`src/shared/uhc_consts.svh`:
```
// constants of the uart host-config block: register indices, field positions, reset values
// assumes a 32-bit word per register; byte address is four times the index
`ifndef UHC_CONSTS_SVH
`define UHC_CONSTS_SVH
`define UHC_IDX_DIV_LOW 3'h0
`define UHC_IDX_TX_HOLD 3'h0
`define UHC_IDX_DIV_HIGH 3'h1
`define UHC_IDX_ENH 3'h2
`define UHC_IDX_FIFO_CTL 3'h2
`define UHC_IDX_LINE 3'h3
`define UHC_IDX_STATUS 3'h5
`define UHC_IDX_DIV_FRAC 3'h7
`define UHC_IDX_HOLE_LOW 3'h4
`define UHC_IDX_HOLE_HIGH 3'h6
`define UHC_LINE_LEN_MSB 1
`define UHC_LEN_MAX 2'h3
`define UHC_BYTE_MASK 8'hff
`define UHC_IDX_LSB 2
`define UHC_IDX_MSB 4
`define UHC_KEY_ENH 8'hbf
`define UHC_ENH_ENABLE_BIT 4
`define UHC_LINE_DIVACC_BIT 7
`define UHC_LINE_BREAK_BIT 6
`define UHC_LINE_EVEN_BIT 4
`define UHC_LINE_PAR_BIT 3
`define UHC_LINE_STOP_BIT 2
`define UHC_FCTL_EN_BIT 0
`define UHC_FCTL_TXCLR_BIT 2
`define UHC_STAT_EMPTY_BIT 0
`define UHC_STAT_FULL_BIT 1
`define UHC_STAT_BUSY_BIT 2
`define UHC_STAT_FEN_BIT 3
`define UHC_RST_LINE 8'h00
`define UHC_RST_DIV_LOW 8'h01
`define UHC_RST_BYTE 8'h00
`define UHC_LAST_TICK 4'hf
`define UHC_FRAC_BITS 6
`define UHC_MIN_LAST_BIT 3'h4
`define UHC_FIFO_DEPTH 32
`define UHC_RESP_OKAY 2'h0
`define UHC_RESP_SLVERR 2'h2
`endif

```
`src/shared/uhc_pkg.sv`:
```
// types shared by the uart host-config block
// assumes uhc_consts.svh is included by the files that need numbers
package uhc_pkg;
   typedef enum logic [2:0] {TX_IDLE, TX_START, TX_DATA, TX_PARITY, TX_STOP} uhc_tx_state_t;
   typedef logic [7:0] uhc_byte_t;
endpackage : uhc_pkg

```
`src/uhc_fifo.sv`:
```
// synchronous fifo with valid/ready on both sides and a clear input
// assumes depth is a power of two; clear wins over a push in the same cycle
`timescale 1ns/1ns
module uhc_fifo #(
   parameter int WIDTH = 8,
   parameter int DEPTH = 32
) (
   input wire logic aclk,
   input wire logic aresetn,
   input wire logic clear,
   input wire logic in_valid,
   output logic in_ready,
   input wire logic [WIDTH-1:0] in_data,
   output logic out_valid,
   input wire logic out_ready,
   output logic [WIDTH-1:0] out_data
);
   localparam int AW = $clog2(DEPTH);
   logic [WIDTH-1:0] mem [DEPTH];
   logic [AW:0] wr_ptr_reg;
   logic [AW:0] rd_ptr_reg;
   logic full;
   assign full = (wr_ptr_reg[AW] != rd_ptr_reg[AW]) && (wr_ptr_reg[AW-1:0] == rd_ptr_reg[AW-1:0]);
   assign in_ready = !full;
   assign out_valid = wr_ptr_reg != rd_ptr_reg;
   assign out_data = mem[rd_ptr_reg[AW-1:0]];
   always_ff @(posedge aclk) begin
      if (in_valid && in_ready) begin
         mem[wr_ptr_reg[AW-1:0]] <= in_data;
      end
   end
   always_ff @(posedge aclk) begin
      if (!aresetn || clear) begin
         wr_ptr_reg <= '0;
         rd_ptr_reg <= '0;
      end else begin
         if (in_valid && in_ready) begin
            wr_ptr_reg <= wr_ptr_reg + 1'b1;
         end
         if (out_valid && out_ready) begin
            rd_ptr_reg <= rd_ptr_reg + 1'b1;
         end
      end
   end
endmodule : uhc_fifo

```
`src/uhc_baud.sv`:
```
// 16x oversampling tick generator with a divisor of integer plus n/64
// assumes divisor and fraction are stable while characters are sent
`timescale 1ns/1ns
`include "uhc_consts.svh"
module uhc_baud (
   input wire logic aclk,
   input wire logic aresetn,
   input wire logic [15:0] divisor,
   input wire logic [`UHC_FRAC_BITS-1:0] fraction,
   output logic tick
);
   logic [15:0] cnt_reg;
   logic [`UHC_FRAC_BITS-1:0] acc_reg;
   logic extra_reg;
   logic [`UHC_FRAC_BITS:0] sum;
   logic [15:0] limit;
   // carry out of the 1/64 accumulator stretches one period by a clock
   assign sum = {1'b0, acc_reg} + {1'b0, fraction};
   assign limit = divisor - 16'h0001 + {15'h0000, extra_reg};
   always_ff @(posedge aclk) begin
      if (!aresetn || divisor == 16'h0000) begin
         cnt_reg <= 16'h0000;
         acc_reg <= '0;
         extra_reg <= 1'b0;
         tick <= 1'b0;
      end else if (cnt_reg >= limit) begin
         cnt_reg <= 16'h0000;
         acc_reg <= sum[`UHC_FRAC_BITS-1:0];
         extra_reg <= sum[`UHC_FRAC_BITS];
         tick <= 1'b1;
      end else begin
         cnt_reg <= cnt_reg + 16'h0001;
         tick <= 1'b0;
      end
   end
endmodule : uhc_baud

```
`src/uhc_top.sv`:
```
// uart host-config front end: axi4-lite register set, banked maps, tx fifo, transmitter
// assumes one axi4-lite master; byte lane 0 carries each 8-bit register
//
// Summary of operation
// - each serial bit lasts sixteen ticks; tick period is the divisor
// - divisor has a fraction in sixty-fourths added to the integer part
// - with divisor access open, index 7 write sets the fraction
// - line control 0xbf opens the enhanced register at index 2
// - enhanced value with bit 4 set enables the fractional divisor
// - line control 0x93 gives 8n1 and opens divisor bytes at 1 and 0
// - line control 0x13 restores normal map, keeping 8n1
// - fifo control 0x06 clears the transmit fifo; 0x01 enables fifo operation
// - normal-map write at index 0 queues the byte and sends it unaided
`timescale 1ns/1ns
`include "uhc_consts.svh"
module uhc_top
   import uhc_pkg::*;
(
   input wire logic aclk,
   input wire logic aresetn,
   input wire logic [31:0] s_axi_awaddr,
   input wire logic s_axi_awvalid,
   output logic s_axi_awready,
   input wire logic [31:0] s_axi_wdata,
   input wire logic [3:0] s_axi_wstrb,
   input wire logic s_axi_wvalid,
   output logic s_axi_wready,
   output logic [1:0] s_axi_bresp,
   output logic s_axi_bvalid,
   input wire logic s_axi_bready,
   input wire logic [31:0] s_axi_araddr,
   input wire logic s_axi_arvalid,
   output logic s_axi_arready,
   output logic [31:0] s_axi_rdata,
   output logic [1:0] s_axi_rresp,
   output logic s_axi_rvalid,
   input wire logic s_axi_rready,
   output logic txd
);
   ////////////////////////////////////////////////////////////////////////////////
   // registers
   uhc_byte_t line_control_reg;
   uhc_byte_t divisor_low_byte_reg;
   uhc_byte_t divisor_high_byte_reg;
   uhc_byte_t divisor_fraction_reg;
   uhc_byte_t enhanced_feature_control_reg;
   logic fifo_enable_reg;
   logic div_open;
   logic enh_open;
   logic [`UHC_FRAC_BITS-1:0] frac_eff;
   logic baud_tick;

   assign div_open = line_control_reg[`UHC_LINE_DIVACC_BIT];
   assign enh_open = line_control_reg == `UHC_KEY_ENH;
   assign frac_eff = enhanced_feature_control_reg[`UHC_ENH_ENABLE_BIT] ?
                     divisor_fraction_reg[`UHC_FRAC_BITS-1:0] : '0;

   ////////////////////////////////////////////////////////////////////////////////
   // write channel
   logic [2:0] wr_idx_reg;
   uhc_byte_t wr_byte_reg;
   logic wr_lane_reg;
   logic wr_pending;
   logic sel_line;
   logic sel_div_low;
   logic sel_div_high;
   logic sel_frac;
   logic sel_enh;
   logic sel_fctl;
   logic sel_tx_hold;
   logic wr_unmapped;
   logic wr_push;
   logic tx_room;
   logic do_write;
   logic fifo_clear;
   logic fifo_in_ready;
   logic fifo_out_valid;
   logic fifo_out_ready;
   uhc_byte_t fifo_out_data;

   assign wr_pending = !s_axi_awready && !s_axi_wready && !s_axi_bvalid;
   assign sel_line = wr_idx_reg == `UHC_IDX_LINE;
   // divisor bytes appear while divisor access is open
   assign sel_div_low = div_open && wr_idx_reg == `UHC_IDX_DIV_LOW;
   assign sel_div_high = div_open && wr_idx_reg == `UHC_IDX_DIV_HIGH;
   // fraction written at index 7 under divisor access
   assign sel_frac = div_open && wr_idx_reg == `UHC_IDX_DIV_FRAC;
   assign sel_enh = enh_open && wr_idx_reg == `UHC_IDX_ENH;
   assign sel_fctl = !enh_open && wr_idx_reg == `UHC_IDX_FIFO_CTL;
   // clear divisor bit returns index 0 to transmit holding
   assign sel_tx_hold = !div_open && wr_idx_reg == `UHC_IDX_TX_HOLD;
   assign wr_unmapped = wr_idx_reg == `UHC_IDX_HOLE_LOW || wr_idx_reg == `UHC_IDX_HOLE_HIGH;
   assign wr_push = sel_tx_hold && wr_lane_reg;
   // without fifo mode only one byte waits at a time
   assign tx_room = fifo_enable_reg ? fifo_in_ready : (fifo_in_ready && !fifo_out_valid);
   // a full fifo stalls the write response until there is room
   assign do_write = wr_pending && !(wr_push && !tx_room);
   // clear bit empties the transmit fifo
   assign fifo_clear = do_write && sel_fctl && wr_lane_reg && wr_byte_reg[`UHC_FCTL_TXCLR_BIT];

   always_ff @(posedge aclk) begin
      if (!aresetn) begin
         s_axi_awready <= 1'b1;
         wr_idx_reg <= 3'h0;
      end else if (s_axi_awvalid && s_axi_awready) begin
         s_axi_awready <= 1'b0;
         wr_idx_reg <= s_axi_awaddr[`UHC_IDX_MSB:`UHC_IDX_LSB];
      end else if (s_axi_bvalid && s_axi_bready) begin
         s_axi_awready <= 1'b1;
      end
   end

   always_ff @(posedge aclk) begin
      if (!aresetn) begin
         s_axi_wready <= 1'b1;
         wr_byte_reg <= `UHC_RST_BYTE;
         wr_lane_reg <= 1'b0;
      end else if (s_axi_wvalid && s_axi_wready) begin
         s_axi_wready <= 1'b0;
         wr_byte_reg <= s_axi_wdata[7:0];
         wr_lane_reg <= s_axi_wstrb[0];
      end else if (s_axi_bvalid && s_axi_bready) begin
         s_axi_wready <= 1'b1;
      end
   end

   always_ff @(posedge aclk) begin
      if (!aresetn) begin
         s_axi_bvalid <= 1'b0;
         s_axi_bresp <= `UHC_RESP_OKAY;
      end else if (do_write) begin
         s_axi_bvalid <= 1'b1;
         s_axi_bresp <= wr_unmapped ? `UHC_RESP_SLVERR : `UHC_RESP_OKAY;
      end else if (s_axi_bvalid && s_axi_bready) begin
         s_axi_bvalid <= 1'b0;
      end
   end

   always_ff @(posedge aclk) begin
      if (!aresetn) begin
         line_control_reg <= `UHC_RST_LINE;
         divisor_low_byte_reg <= `UHC_RST_DIV_LOW;
         divisor_high_byte_reg <= `UHC_RST_BYTE;
         divisor_fraction_reg <= `UHC_RST_BYTE;
         enhanced_feature_control_reg <= `UHC_RST_BYTE;
         fifo_enable_reg <= 1'b0;
      end else if (do_write && wr_lane_reg) begin
         if (sel_line) begin
            line_control_reg <= wr_byte_reg;
         end
         if (sel_div_low) begin
            divisor_low_byte_reg <= wr_byte_reg;
         end
         if (sel_div_high) begin
            divisor_high_byte_reg <= wr_byte_reg;
         end
         if (sel_frac) begin
            divisor_fraction_reg <= wr_byte_reg;
         end
         if (sel_enh) begin
            enhanced_feature_control_reg <= wr_byte_reg;
         end
         // enable bit turns on fifo mode
         if (sel_fctl) begin
            fifo_enable_reg <= wr_byte_reg[`UHC_FCTL_EN_BIT];
         end
      end
   end

   ////////////////////////////////////////////////////////////////////////////////
   // read channel
   logic [2:0] rd_idx;
   logic tx_busy_reg;
   logic [31:0] rd_word;
   logic rd_unmapped;

   assign rd_idx = s_axi_araddr[`UHC_IDX_MSB:`UHC_IDX_LSB];
   assign rd_unmapped = rd_idx == `UHC_IDX_HOLE_LOW || rd_idx == `UHC_IDX_HOLE_HIGH;

   always_comb begin
      rd_word = 32'h00000000;
      case (rd_idx)
         `UHC_IDX_DIV_LOW: begin
            if (div_open) begin
               rd_word[7:0] = divisor_low_byte_reg;
            end
         end
         `UHC_IDX_DIV_HIGH: begin
            if (div_open) begin
               rd_word[7:0] = divisor_high_byte_reg;
            end
         end
         `UHC_IDX_ENH: begin
            if (enh_open) begin
               rd_word[7:0] = enhanced_feature_control_reg;
            end
         end
         `UHC_IDX_LINE: begin
            rd_word[7:0] = line_control_reg;
         end
         `UHC_IDX_STATUS: begin
            rd_word[`UHC_STAT_EMPTY_BIT] = !fifo_out_valid;
            rd_word[`UHC_STAT_FULL_BIT] = !fifo_in_ready;
            rd_word[`UHC_STAT_BUSY_BIT] = tx_busy_reg;
            rd_word[`UHC_STAT_FEN_BIT] = fifo_enable_reg;
         end
         `UHC_IDX_DIV_FRAC: begin
            if (div_open) begin
               rd_word[7:0] = divisor_fraction_reg;
            end
         end
         default: begin
            rd_word = 32'h00000000;
         end
      endcase
   end

   always_ff @(posedge aclk) begin
      if (!aresetn) begin
         s_axi_arready <= 1'b1;
         s_axi_rvalid <= 1'b0;
         s_axi_rdata <= 32'h00000000;
         s_axi_rresp <= `UHC_RESP_OKAY;
      end else if (s_axi_arvalid && s_axi_arready) begin
         s_axi_arready <= 1'b0;
         s_axi_rvalid <= 1'b1;
         s_axi_rdata <= rd_word;
         s_axi_rresp <= rd_unmapped ? `UHC_RESP_SLVERR : `UHC_RESP_OKAY;
      end else if (s_axi_rvalid && s_axi_rready) begin
         s_axi_arready <= 1'b1;
         s_axi_rvalid <= 1'b0;
      end
   end

   ////////////////////////////////////////////////////////////////////////////////
   // transmit fifo and baud generator
   // byte queued on an index 0 write
   uhc_fifo #(
      .WIDTH(8),
      .DEPTH(`UHC_FIFO_DEPTH)
   ) u_fifo (
      .aclk(aclk),
      .aresetn(aresetn),
      .clear(fifo_clear),
      .in_valid(do_write && wr_push),
      .in_ready(fifo_in_ready),
      .in_data(wr_byte_reg),
      .out_valid(fifo_out_valid),
      .out_ready(fifo_out_ready),
      .out_data(fifo_out_data)
   );

   uhc_baud u_baud (
      .aclk(aclk),
      .aresetn(aresetn),
      .divisor({divisor_high_byte_reg, divisor_low_byte_reg}),
      .fraction(frac_eff),
      .tick(baud_tick)
   );

   ////////////////////////////////////////////////////////////////////////////////
   // transmitter
   uhc_tx_state_t state_reg;
   logic [3:0] tick_cnt_reg;
   logic [2:0] bit_cnt_reg;
   logic [1:0] nbits_reg;
   logic par_en_reg;
   logic two_stop_reg;
   logic stop_cnt_reg;
   logic parity_reg;
   uhc_byte_t shift_reg;
   uhc_byte_t data_masked;
   logic bit_end;
   logic line_level;

   // transmitter pulls from the fifo whenever idle
   assign fifo_out_ready = state_reg == TX_IDLE;
   assign bit_end = baud_tick && tick_cnt_reg == `UHC_LAST_TICK;
   assign data_masked = fifo_out_data &
                        (`UHC_BYTE_MASK >> (`UHC_LEN_MAX - line_control_reg[`UHC_LINE_LEN_MSB:0]));

   always_ff @(posedge aclk) begin
      if (!aresetn || state_reg == TX_IDLE) begin
         tick_cnt_reg <= 4'h0;
      end else if (baud_tick) begin
         tick_cnt_reg <= tick_cnt_reg + 4'h1;
      end
   end

   always_ff @(posedge aclk) begin
      if (!aresetn) begin
         state_reg <= TX_IDLE;
         bit_cnt_reg <= 3'h0;
         nbits_reg <= 2'h0;
         par_en_reg <= 1'b0;
         two_stop_reg <= 1'b0;
         stop_cnt_reg <= 1'b0;
         parity_reg <= 1'b0;
         shift_reg <= `UHC_RST_BYTE;
      end else begin
         case (state_reg)
            TX_IDLE: begin
               if (fifo_out_valid) begin
                  shift_reg <= data_masked;
                  nbits_reg <= line_control_reg[`UHC_LINE_LEN_MSB:0];
                  par_en_reg <= line_control_reg[`UHC_LINE_PAR_BIT];
                  two_stop_reg <= line_control_reg[`UHC_LINE_STOP_BIT];
                  parity_reg <= line_control_reg[`UHC_LINE_EVEN_BIT] ?
                                (^data_masked) : !(^data_masked);
                  state_reg <= TX_START;
               end
            end
            TX_START: begin
               if (bit_end) begin
                  bit_cnt_reg <= 3'h0;
                  state_reg <= TX_DATA;
               end
            end
            TX_DATA: begin
               if (bit_end) begin
                  shift_reg <= {1'b0, shift_reg[7:1]};
                  bit_cnt_reg <= bit_cnt_reg + 3'h1;
                  stop_cnt_reg <= 1'b0;
                  if (bit_cnt_reg == {1'b0, nbits_reg} + `UHC_MIN_LAST_BIT) begin
                     state_reg <= par_en_reg ? TX_PARITY : TX_STOP;
                  end
               end
            end
            TX_PARITY: begin
               if (bit_end) begin
                  state_reg <= TX_STOP;
               end
            end
            TX_STOP: begin
               if (bit_end) begin
                  stop_cnt_reg <= 1'b1;
                  if (stop_cnt_reg == two_stop_reg) begin
                     state_reg <= TX_IDLE;
                  end
               end
            end
            default: begin
               state_reg <= TX_IDLE;
            end
         endcase
      end
   end

   // low start, data, parity, high stop
   always_comb begin
      case (state_reg)
         TX_START: line_level = 1'b0;
         TX_DATA: line_level = shift_reg[0];
         TX_PARITY: line_level = parity_reg;
         default: line_level = 1'b1;
      endcase
   end

   always_ff @(posedge aclk) begin
      if (!aresetn) begin
         txd <= 1'b1;
         tx_busy_reg <= 1'b0;
      end else begin
         txd <= line_level && !line_control_reg[`UHC_LINE_BREAK_BIT];
         tx_busy_reg <= state_reg != TX_IDLE;
      end
   end
endmodule : uhc_top

```
`config.mk`:
```
export PLATFORM = sky130hd
export DESIGN_NAME = uhc_top
export DESIGN_NICKNAME = d
export VERILOG_FILES = /design/src/shared/uhc_pkg.sv /design/src/uhc_fifo.sv /design/src/uhc_baud.sv /design/src/uhc_top.sv
export VERILOG_INCLUDE_DIRS = /design/src /design/src/shared
export SDC_FILE = /design/constraint.sdc
export NUM_CORES = 1
export LEC_CHECK = 0
export BUFFER_PORTS_ARGS = -buffer_cell sky130_fd_sc_hd__buf_2
export CORE_ASPECT_RATIO = 0.6
export CORE_UTILIZATION = 30
export DETAILED_ROUTE_END_ITERATION = 16
export PLACE_DENSITY = 0.46
export SLEW_MARGIN = 15
export SYNTH_ARGS = -nofsm -noshare
export SYNTH_HDL_FRONTEND = slang
export SYNTH_SLANG_ARGS = --single-unit
```
`constraint.sdc`:
```
create_clock -name aclk -period 3.7 [get_ports aclk]
set_input_delay 0.37 -clock aclk [delete_from_list [all_inputs] [get_ports aclk]]
set_output_delay 0.37 -clock aclk [all_outputs]
set_load 0.03 [all_outputs]
```
==> results of run 1 <==
-- cell families (layout without fill, tap and decap cells) --
group	Yosys count	after routing	share of synthesized area
flops	391	391	0.613
mux	136	136	0.125
buf+inv	114	210	0.0348
compound gates	174	174	0.0709
xor+xnor	58	58	0.0316
fa+ha+maj	33	33	0.0248
simple gates	368	368	0.0991
other cells	1	26	0.000221
-- final cells by class --
cell class	count	area [um2]	share of cell area
Sequential cell	391	10400	0.532
Multi-Input combinational cell	795	6070	0.311
Clock buffer	53	1090	0.0558
Tap cell	759	950	0.0486
Timing Repair Buffer	112	798	0.0409
Clock inverter	16	116	0.00596
Inverter	29	109	0.00557
-- metal layers --
metal,vias up,track usage
li1,4925,-
met1,5347,0.266
met2,273,0.206
met3,46,0.0334
met4,0,0.0285
met5,-,0
-- worst max-delay path: cells and delay by family (launching register included) --
kind	cells	cell delay, ps
adder cells (fa/ha/maj)	1	260
AND/OR/NAND/NOR	4	1190
XOR/XNOR	1	160
flip-flops	1	370
AO/OA/AOI/OAI	6	1090
buffers and inverters	1	220
-- power groups by stage --
stage	Combinational, mW	Clock, mW	Sequential, mW
floorplan	0.801	0	4.88
CTS	1.11	3.96	4.82
detailed placement	1.11	0	4.92
finish	1.10	3.85	4.82
global placement	1.10	0	4.92
global route	1.19	4.13	4.83
-- what timing repair did --
action | in CTS | in global routing
buffers inserted | 0 | 0
endpoints found under the setup margin | 0 | 1
gates resized for setup | 0 | 1
-- synthesized netlist by cell type (8+ instances only) --
| cell | number | share of area |
|---|---|---|
| a211oi_1 | 9 | 0.0040 |
| a21o_1 | 12 | 0.0053 |
| a21oi_1 | 52 | 0.015 |
| a22o_1 | 19 | 0.0098 |
| a22oi_1 | 20 | 0.0089 |
| and2_1 | 10 | 0.0037 |
| buf_2 | 9 | 0.0027 |
| buf_4 | 33 | 0.015 |
| clkbuf_1 | 40 | 0.0089 |
| dfxtp_1 | 135 | 0.16 |
| edfxtp_1 | 256 | 0.45 |
| ha_1 | 32 | 0.024 |
| inv_1 | 29 | 0.0064 |
| mux2i_1 | 74 | 0.044 |
| mux4_2 | 58 | 0.077 |
| nand2_1 | 68 | 0.015 |
| nand2b_1 | 12 | 0.0044 |
| nand3_1 | 30 | 0.0089 |
| nand4_1 | 12 | 0.0044 |
| nor2_1 | 162 | 0.036 |
| nor3_1 | 35 | 0.010 |
| o2111ai_1 | 8 | 0.0041 |
| o21ai_0 | 15 | 0.0044 |
| xnor2_1 | 34 | 0.018 |
| xor2_1 | 22 | 0.011 |
-- final timing paths --
check	start	endpoint	slack [ps]	cells past startpoint
min	s_axi_wdata[6]	wr_byte_reg[6]	80	3
min reg2reg	wr_byte_reg[6]	wr_byte_reg[6]	450	2
max	divisor_low_byte_reg[2]	u_baud.acc_reg[1]	320	13
max reg2reg	divisor_low_byte_reg[2]	u_baud.acc_reg[1]	320	13
==> flow_metrics.tcl, run 1 <==
set metrics [dict create \
    wl_met2_um 17700 \
    slew_violations 0 \
    insertion_delay_ps 550 \
    die_area_um2 57500 \
    global_route.overflow_total 0 \
    crit_type "flop to flop" \
    critPathMaxFanout 19 \
    ir_worst_vdd_mv 0.270 \
    grt.total_usage 0.160 \
    drt_first_pass_iters 5 \
    clkSinkCount 391 \
    chipWidth_um 309 \
    die-height_um 186 \
    port_buffers 37 \
    htreeDepth 2 \
    dp.cells 2086 \
    yosys_warnings 0 \
    dpl_cell_area_um2 18300 \
    grt_max_degree 85 \
    path_cells "nor4_1 > nand2_1 > nor4_1 > xnor2_1 > ha_1 > a21o_1 > a21o_1 > a21o_1 > nor3_1 > o21a_1 > o31ai_2 > buf_4 > a211oi_1" \
    fin_skew_ps 29.3 \
    diodes 0 \
    hold_slack_ps 84.1 \
    finalHoldViolCount 0 \
    maxUsedRoutingLayer "met4" \
    fin_cells 2155 \
    max_freq_mhz 296 \
    design_area_um2 19500 \
    timing.setup.tns_ps 0 \
    power.total_mw 9.77 \
    wl_per_cell_um 21.1 \
    cp_common_cell "a21o_1" \
    final_common_cell "edfxtp_1" \
    num_vias 10600 \
    synth-seq-area-share 0.613 \
    route.detailed.drc 0 \
    placementRows 67 \
    period_share 0.914 \
    synthFlopType "edfxtp_1" \
    cts_hold_buf 0 \
    initial_core_util 0.303 \
    synthCells 1275 \
    met3RoutedLength_um 3080 \
    p_int_mw 7.34 \
    largest_register_ffs 256 \
    wirelength_met1_um 24300 \
    syn_to_final_growth_pct 15.3 \
    ys_types 61 \
    cap_violations 0 \
    period_needed_ps 3380 \
    worst_slew_pin_slew_ps 997 \
    status "finished, final reports clean" \
    worstPathArrival_ps 3830 \
    coreArea_um2 55800 \
    drt_iter0_drc 984 \
    drt_wl_total_um 45600 \
    cts_tree "built" \
    syn_area_per_cell_um2 13.3 \
    final_core_util 0.350 \
    syn_area_um2 16900 \
    power.share.sequential 0.494 \
    synth_edf_count 256 \
    start_kind "flop" \
    grt_pass1_wl_um 67200 \
    leakage_nw 6.85 \
    critical-path-slowest-cell "nor4_1" \
    setup_viol 0 \
    layout_common_cells "256 x edfxtp_1, 162 x nor2_1, 133 x dfxtp_1" \
    synth_seq_cells 391 \
    grt_pass1_vias 9931 \
    slew_headroom 0.333 \
    ant_nets 0 \
    clkTransAtPathRegs_ps 60 \
    cpPeakStageDelay_ps 430 \
    async_flop_share 0 \
    gp_congestion 0.804 \
    final_nets 1509 \
    antenna_found_initial 1 \
    numCtsBuffers 40 \
    clock-root-buffer "clkbuf_16" \
    switchingPower_mw 2.43 \
    p_sw_frac 0.249 \
    worstPathRequired_ps 4140 \
    ctsLongestPathBuffers 3 \
    dp_hpwl_um 31400 \
    hold_path.class "input pin to flop" \
    viasPerCell 4.91 \
    cp-end-kind "flop" \
    nFillCells 5468 \
    clkPwrFrac 0.394 \
    combPwrFrac 0.113 \
    setup_slack_ps 317 \
    pre_cts_slack_ps 381 \
    drive_gt1_frac 0.172 \
    rsz0062_at_grt "false" \
    io_pins 149 \
    power.density_nw_per_um2 500 \
]
No activity file was read; power rests on OpenSTA's default activity.
==> run 2: changes to the inputs <==
Settings changed: RECOVER_POWER set to 100.
==> flow_metrics.tcl, run 2 (synthesized netlist as in run 1, its figures left out) <==
set metrics [dict create \
    status "finished with violations" \
    violations "capacitance limit, slew limit" \
    antenna_found_initial 1 \
    worst_slew_pin_slew_ps 2390 \
    power.density_nw_per_um2 504 \
    cts_hold_buf 0 \
    insertion_delay_ps 550 \
    drt_wl_total_um 45500 \
    cts_tree "built" \
    clkTransAtPathRegs_ps 60 \
    period_needed_ps 3380 \
    coreArea_um2 55800 \
    p_int_mw 7.33 \
    gp_congestion 0.804 \
    wl_per_cell_um 21.1 \
    hold_depth 3 \
    p_sw_frac 0.249 \
    grt_pass1_vias 9931 \
    period_share 0.914 \
    post_cts_buffers 0 \
    start_kind "flop" \
    cts_resized 0 \
    max_freq_mhz 296 \
    die_area_um2 57500 \
    setup_viol 0 \
    ant_nets 0 \
    slew_headroom -0.596 \
    ir_worst_vdd_mv 0.271 \
    placementRows 67 \
    drt_first_pass_iters 5 \
    worstPathRequired_ps 4040 \
    chipWidth_um 309 \
    slew_violations 270 \
    power.share.sequential 0.494 \
    switchingPower_mw 2.44 \
    ctsLongestPathBuffers 3 \
    final_common_cell "edfxtp_1" \
    initial_core_util 0.303 \
    grt_pass1_wl_um 67200 \
    numCtsBuffers 40 \
    cp-end-kind "flop" \
    drt_iter0_drc 944 \
    worstPathArrival_ps 3730 \
    port_buffers 37 \
    largest_register_ffs 256 \
    final_core_util 0.347 \
    drive_gt1_frac 0.141 \
    route.detailed.drc 0 \
    clock-root-buffer "clkbuf_16" \
    fin_skew_ps 28.1 \
    grt_max_degree 85 \
    leakage_nw 6.66 \
    dp.cells 2086 \
    global_route.overflow_total 0 \
    diodes 0 \
    dp_hpwl_um 31400 \
    htreeDepth 2 \
    syn_to_final_growth_pct 14.3 \
    cap_violations 6 \
    viasPerCell 4.94 \
    num_vias 10700 \
    final_nets 1509 \
    grt.total_usage 0.160 \
    reg2reg_depth 9 \
    finalHoldViolCount 0 \
    timing.setup.tns_ps 0 \
    die-height_um 186 \
    layout_common_cells "256 x edfxtp_1, 162 x nor2_1, 133 x dfxtp_1" \
    combPwrFrac 0.111 \
    crit_type "flop to flop" \
    clkPwrFrac 0.394 \
    rsz0062_at_grt "false" \
    clkSinkCount 391 \
    hold_path.class "input pin to flop" \
    power.total_mw 9.77 \
    critPathMaxFanout 11 \
    io_pins 149 \
    fin_cells 2155 \
]
-- run 2: changes by cell type in the layout (fill, tap and decap cells not counted) --
cell	delta
clkbuf_2	+20
clkbuf_1	+42
clkinv_1	+1
buf_4	-45
and2_0	+2
buf_2	-17
and2_1	-2
inv_2	-1
-- run 2: worst max-delay path: stages (launching register included) --
cell,delay (ps)
dfxtp_4,540
clkbuf_2,270
mux4_2,570
mux2i_1,420
o22a_1,230
o2111ai_1,200
xnor3_1,410
xnor3_1,340
mux2i_1,140
nor2_1,50
-- run 2: metal layers --
| metal | share of wire | routed length, um | track usage |
|---|---|---|---|
| met4 | 0.0099 | 452 | 0.0285 |
| met5 | 0 | 0 | 0 |
| met1 | 0.53 | 24100 | 0.266 |
| met2 | 0.39 | 17700 | 0.206 |
| met3 | 0.074 | 3350 | 0.0334 |
-- run 2: cell type report --
| cell class | instances | area, um2 |
|---|---|---|
| Multi-Input combinational cell | 795 | 6070 |
| Sequential cell | 391 | 10400 |
| Timing Repair Buffer | 112 | 633 |
| Clock buffer | 53 | 1090 |
| Clock inverter | 16 | 116 |
| Tap cell | 759 | 950 |
| Inverter | 29 | 109 |
| Fill cell | 5509 | 36500 |
-- run 2: final timing paths --
| check | startpoint | end | slack [ps] |
|---|---|---|---|
| worst max-delay path | flop | parity_reg | 320 |
| worst min-delay path | s_axi_wdata[6] | wr_byte_reg[6] | 80 |
| worst max register to register | flop | parity_reg | 320 |
| worst min register to register | wr_byte_reg[6] | wr_byte_reg[6] | 450 |
-- run 2: power by group through the flow --
stage               combinational, mW  sequential (mW)  clock, mW
CTS                              1.11             4.82       3.96
global placement                 1.10             4.92          0
finish                           1.09             4.83       3.85
floorplan                       0.801             4.88          0
global route                     1.18             4.84       4.13
detailed placement               1.11             4.92          0
-- run 2: through the flow --
step | hold slack [ps] | cell area, um2 | worst slack [ps]
floorplan | 454 | 17000 | 251
global placement | 443 | 18300 | 424
detailed placement | 447 | 18300 | 381
CTS | 59.3 | 19500 | 357
global route | 68.9 | 19400 | 5.76
finish | 83.0 | 19400 | 317
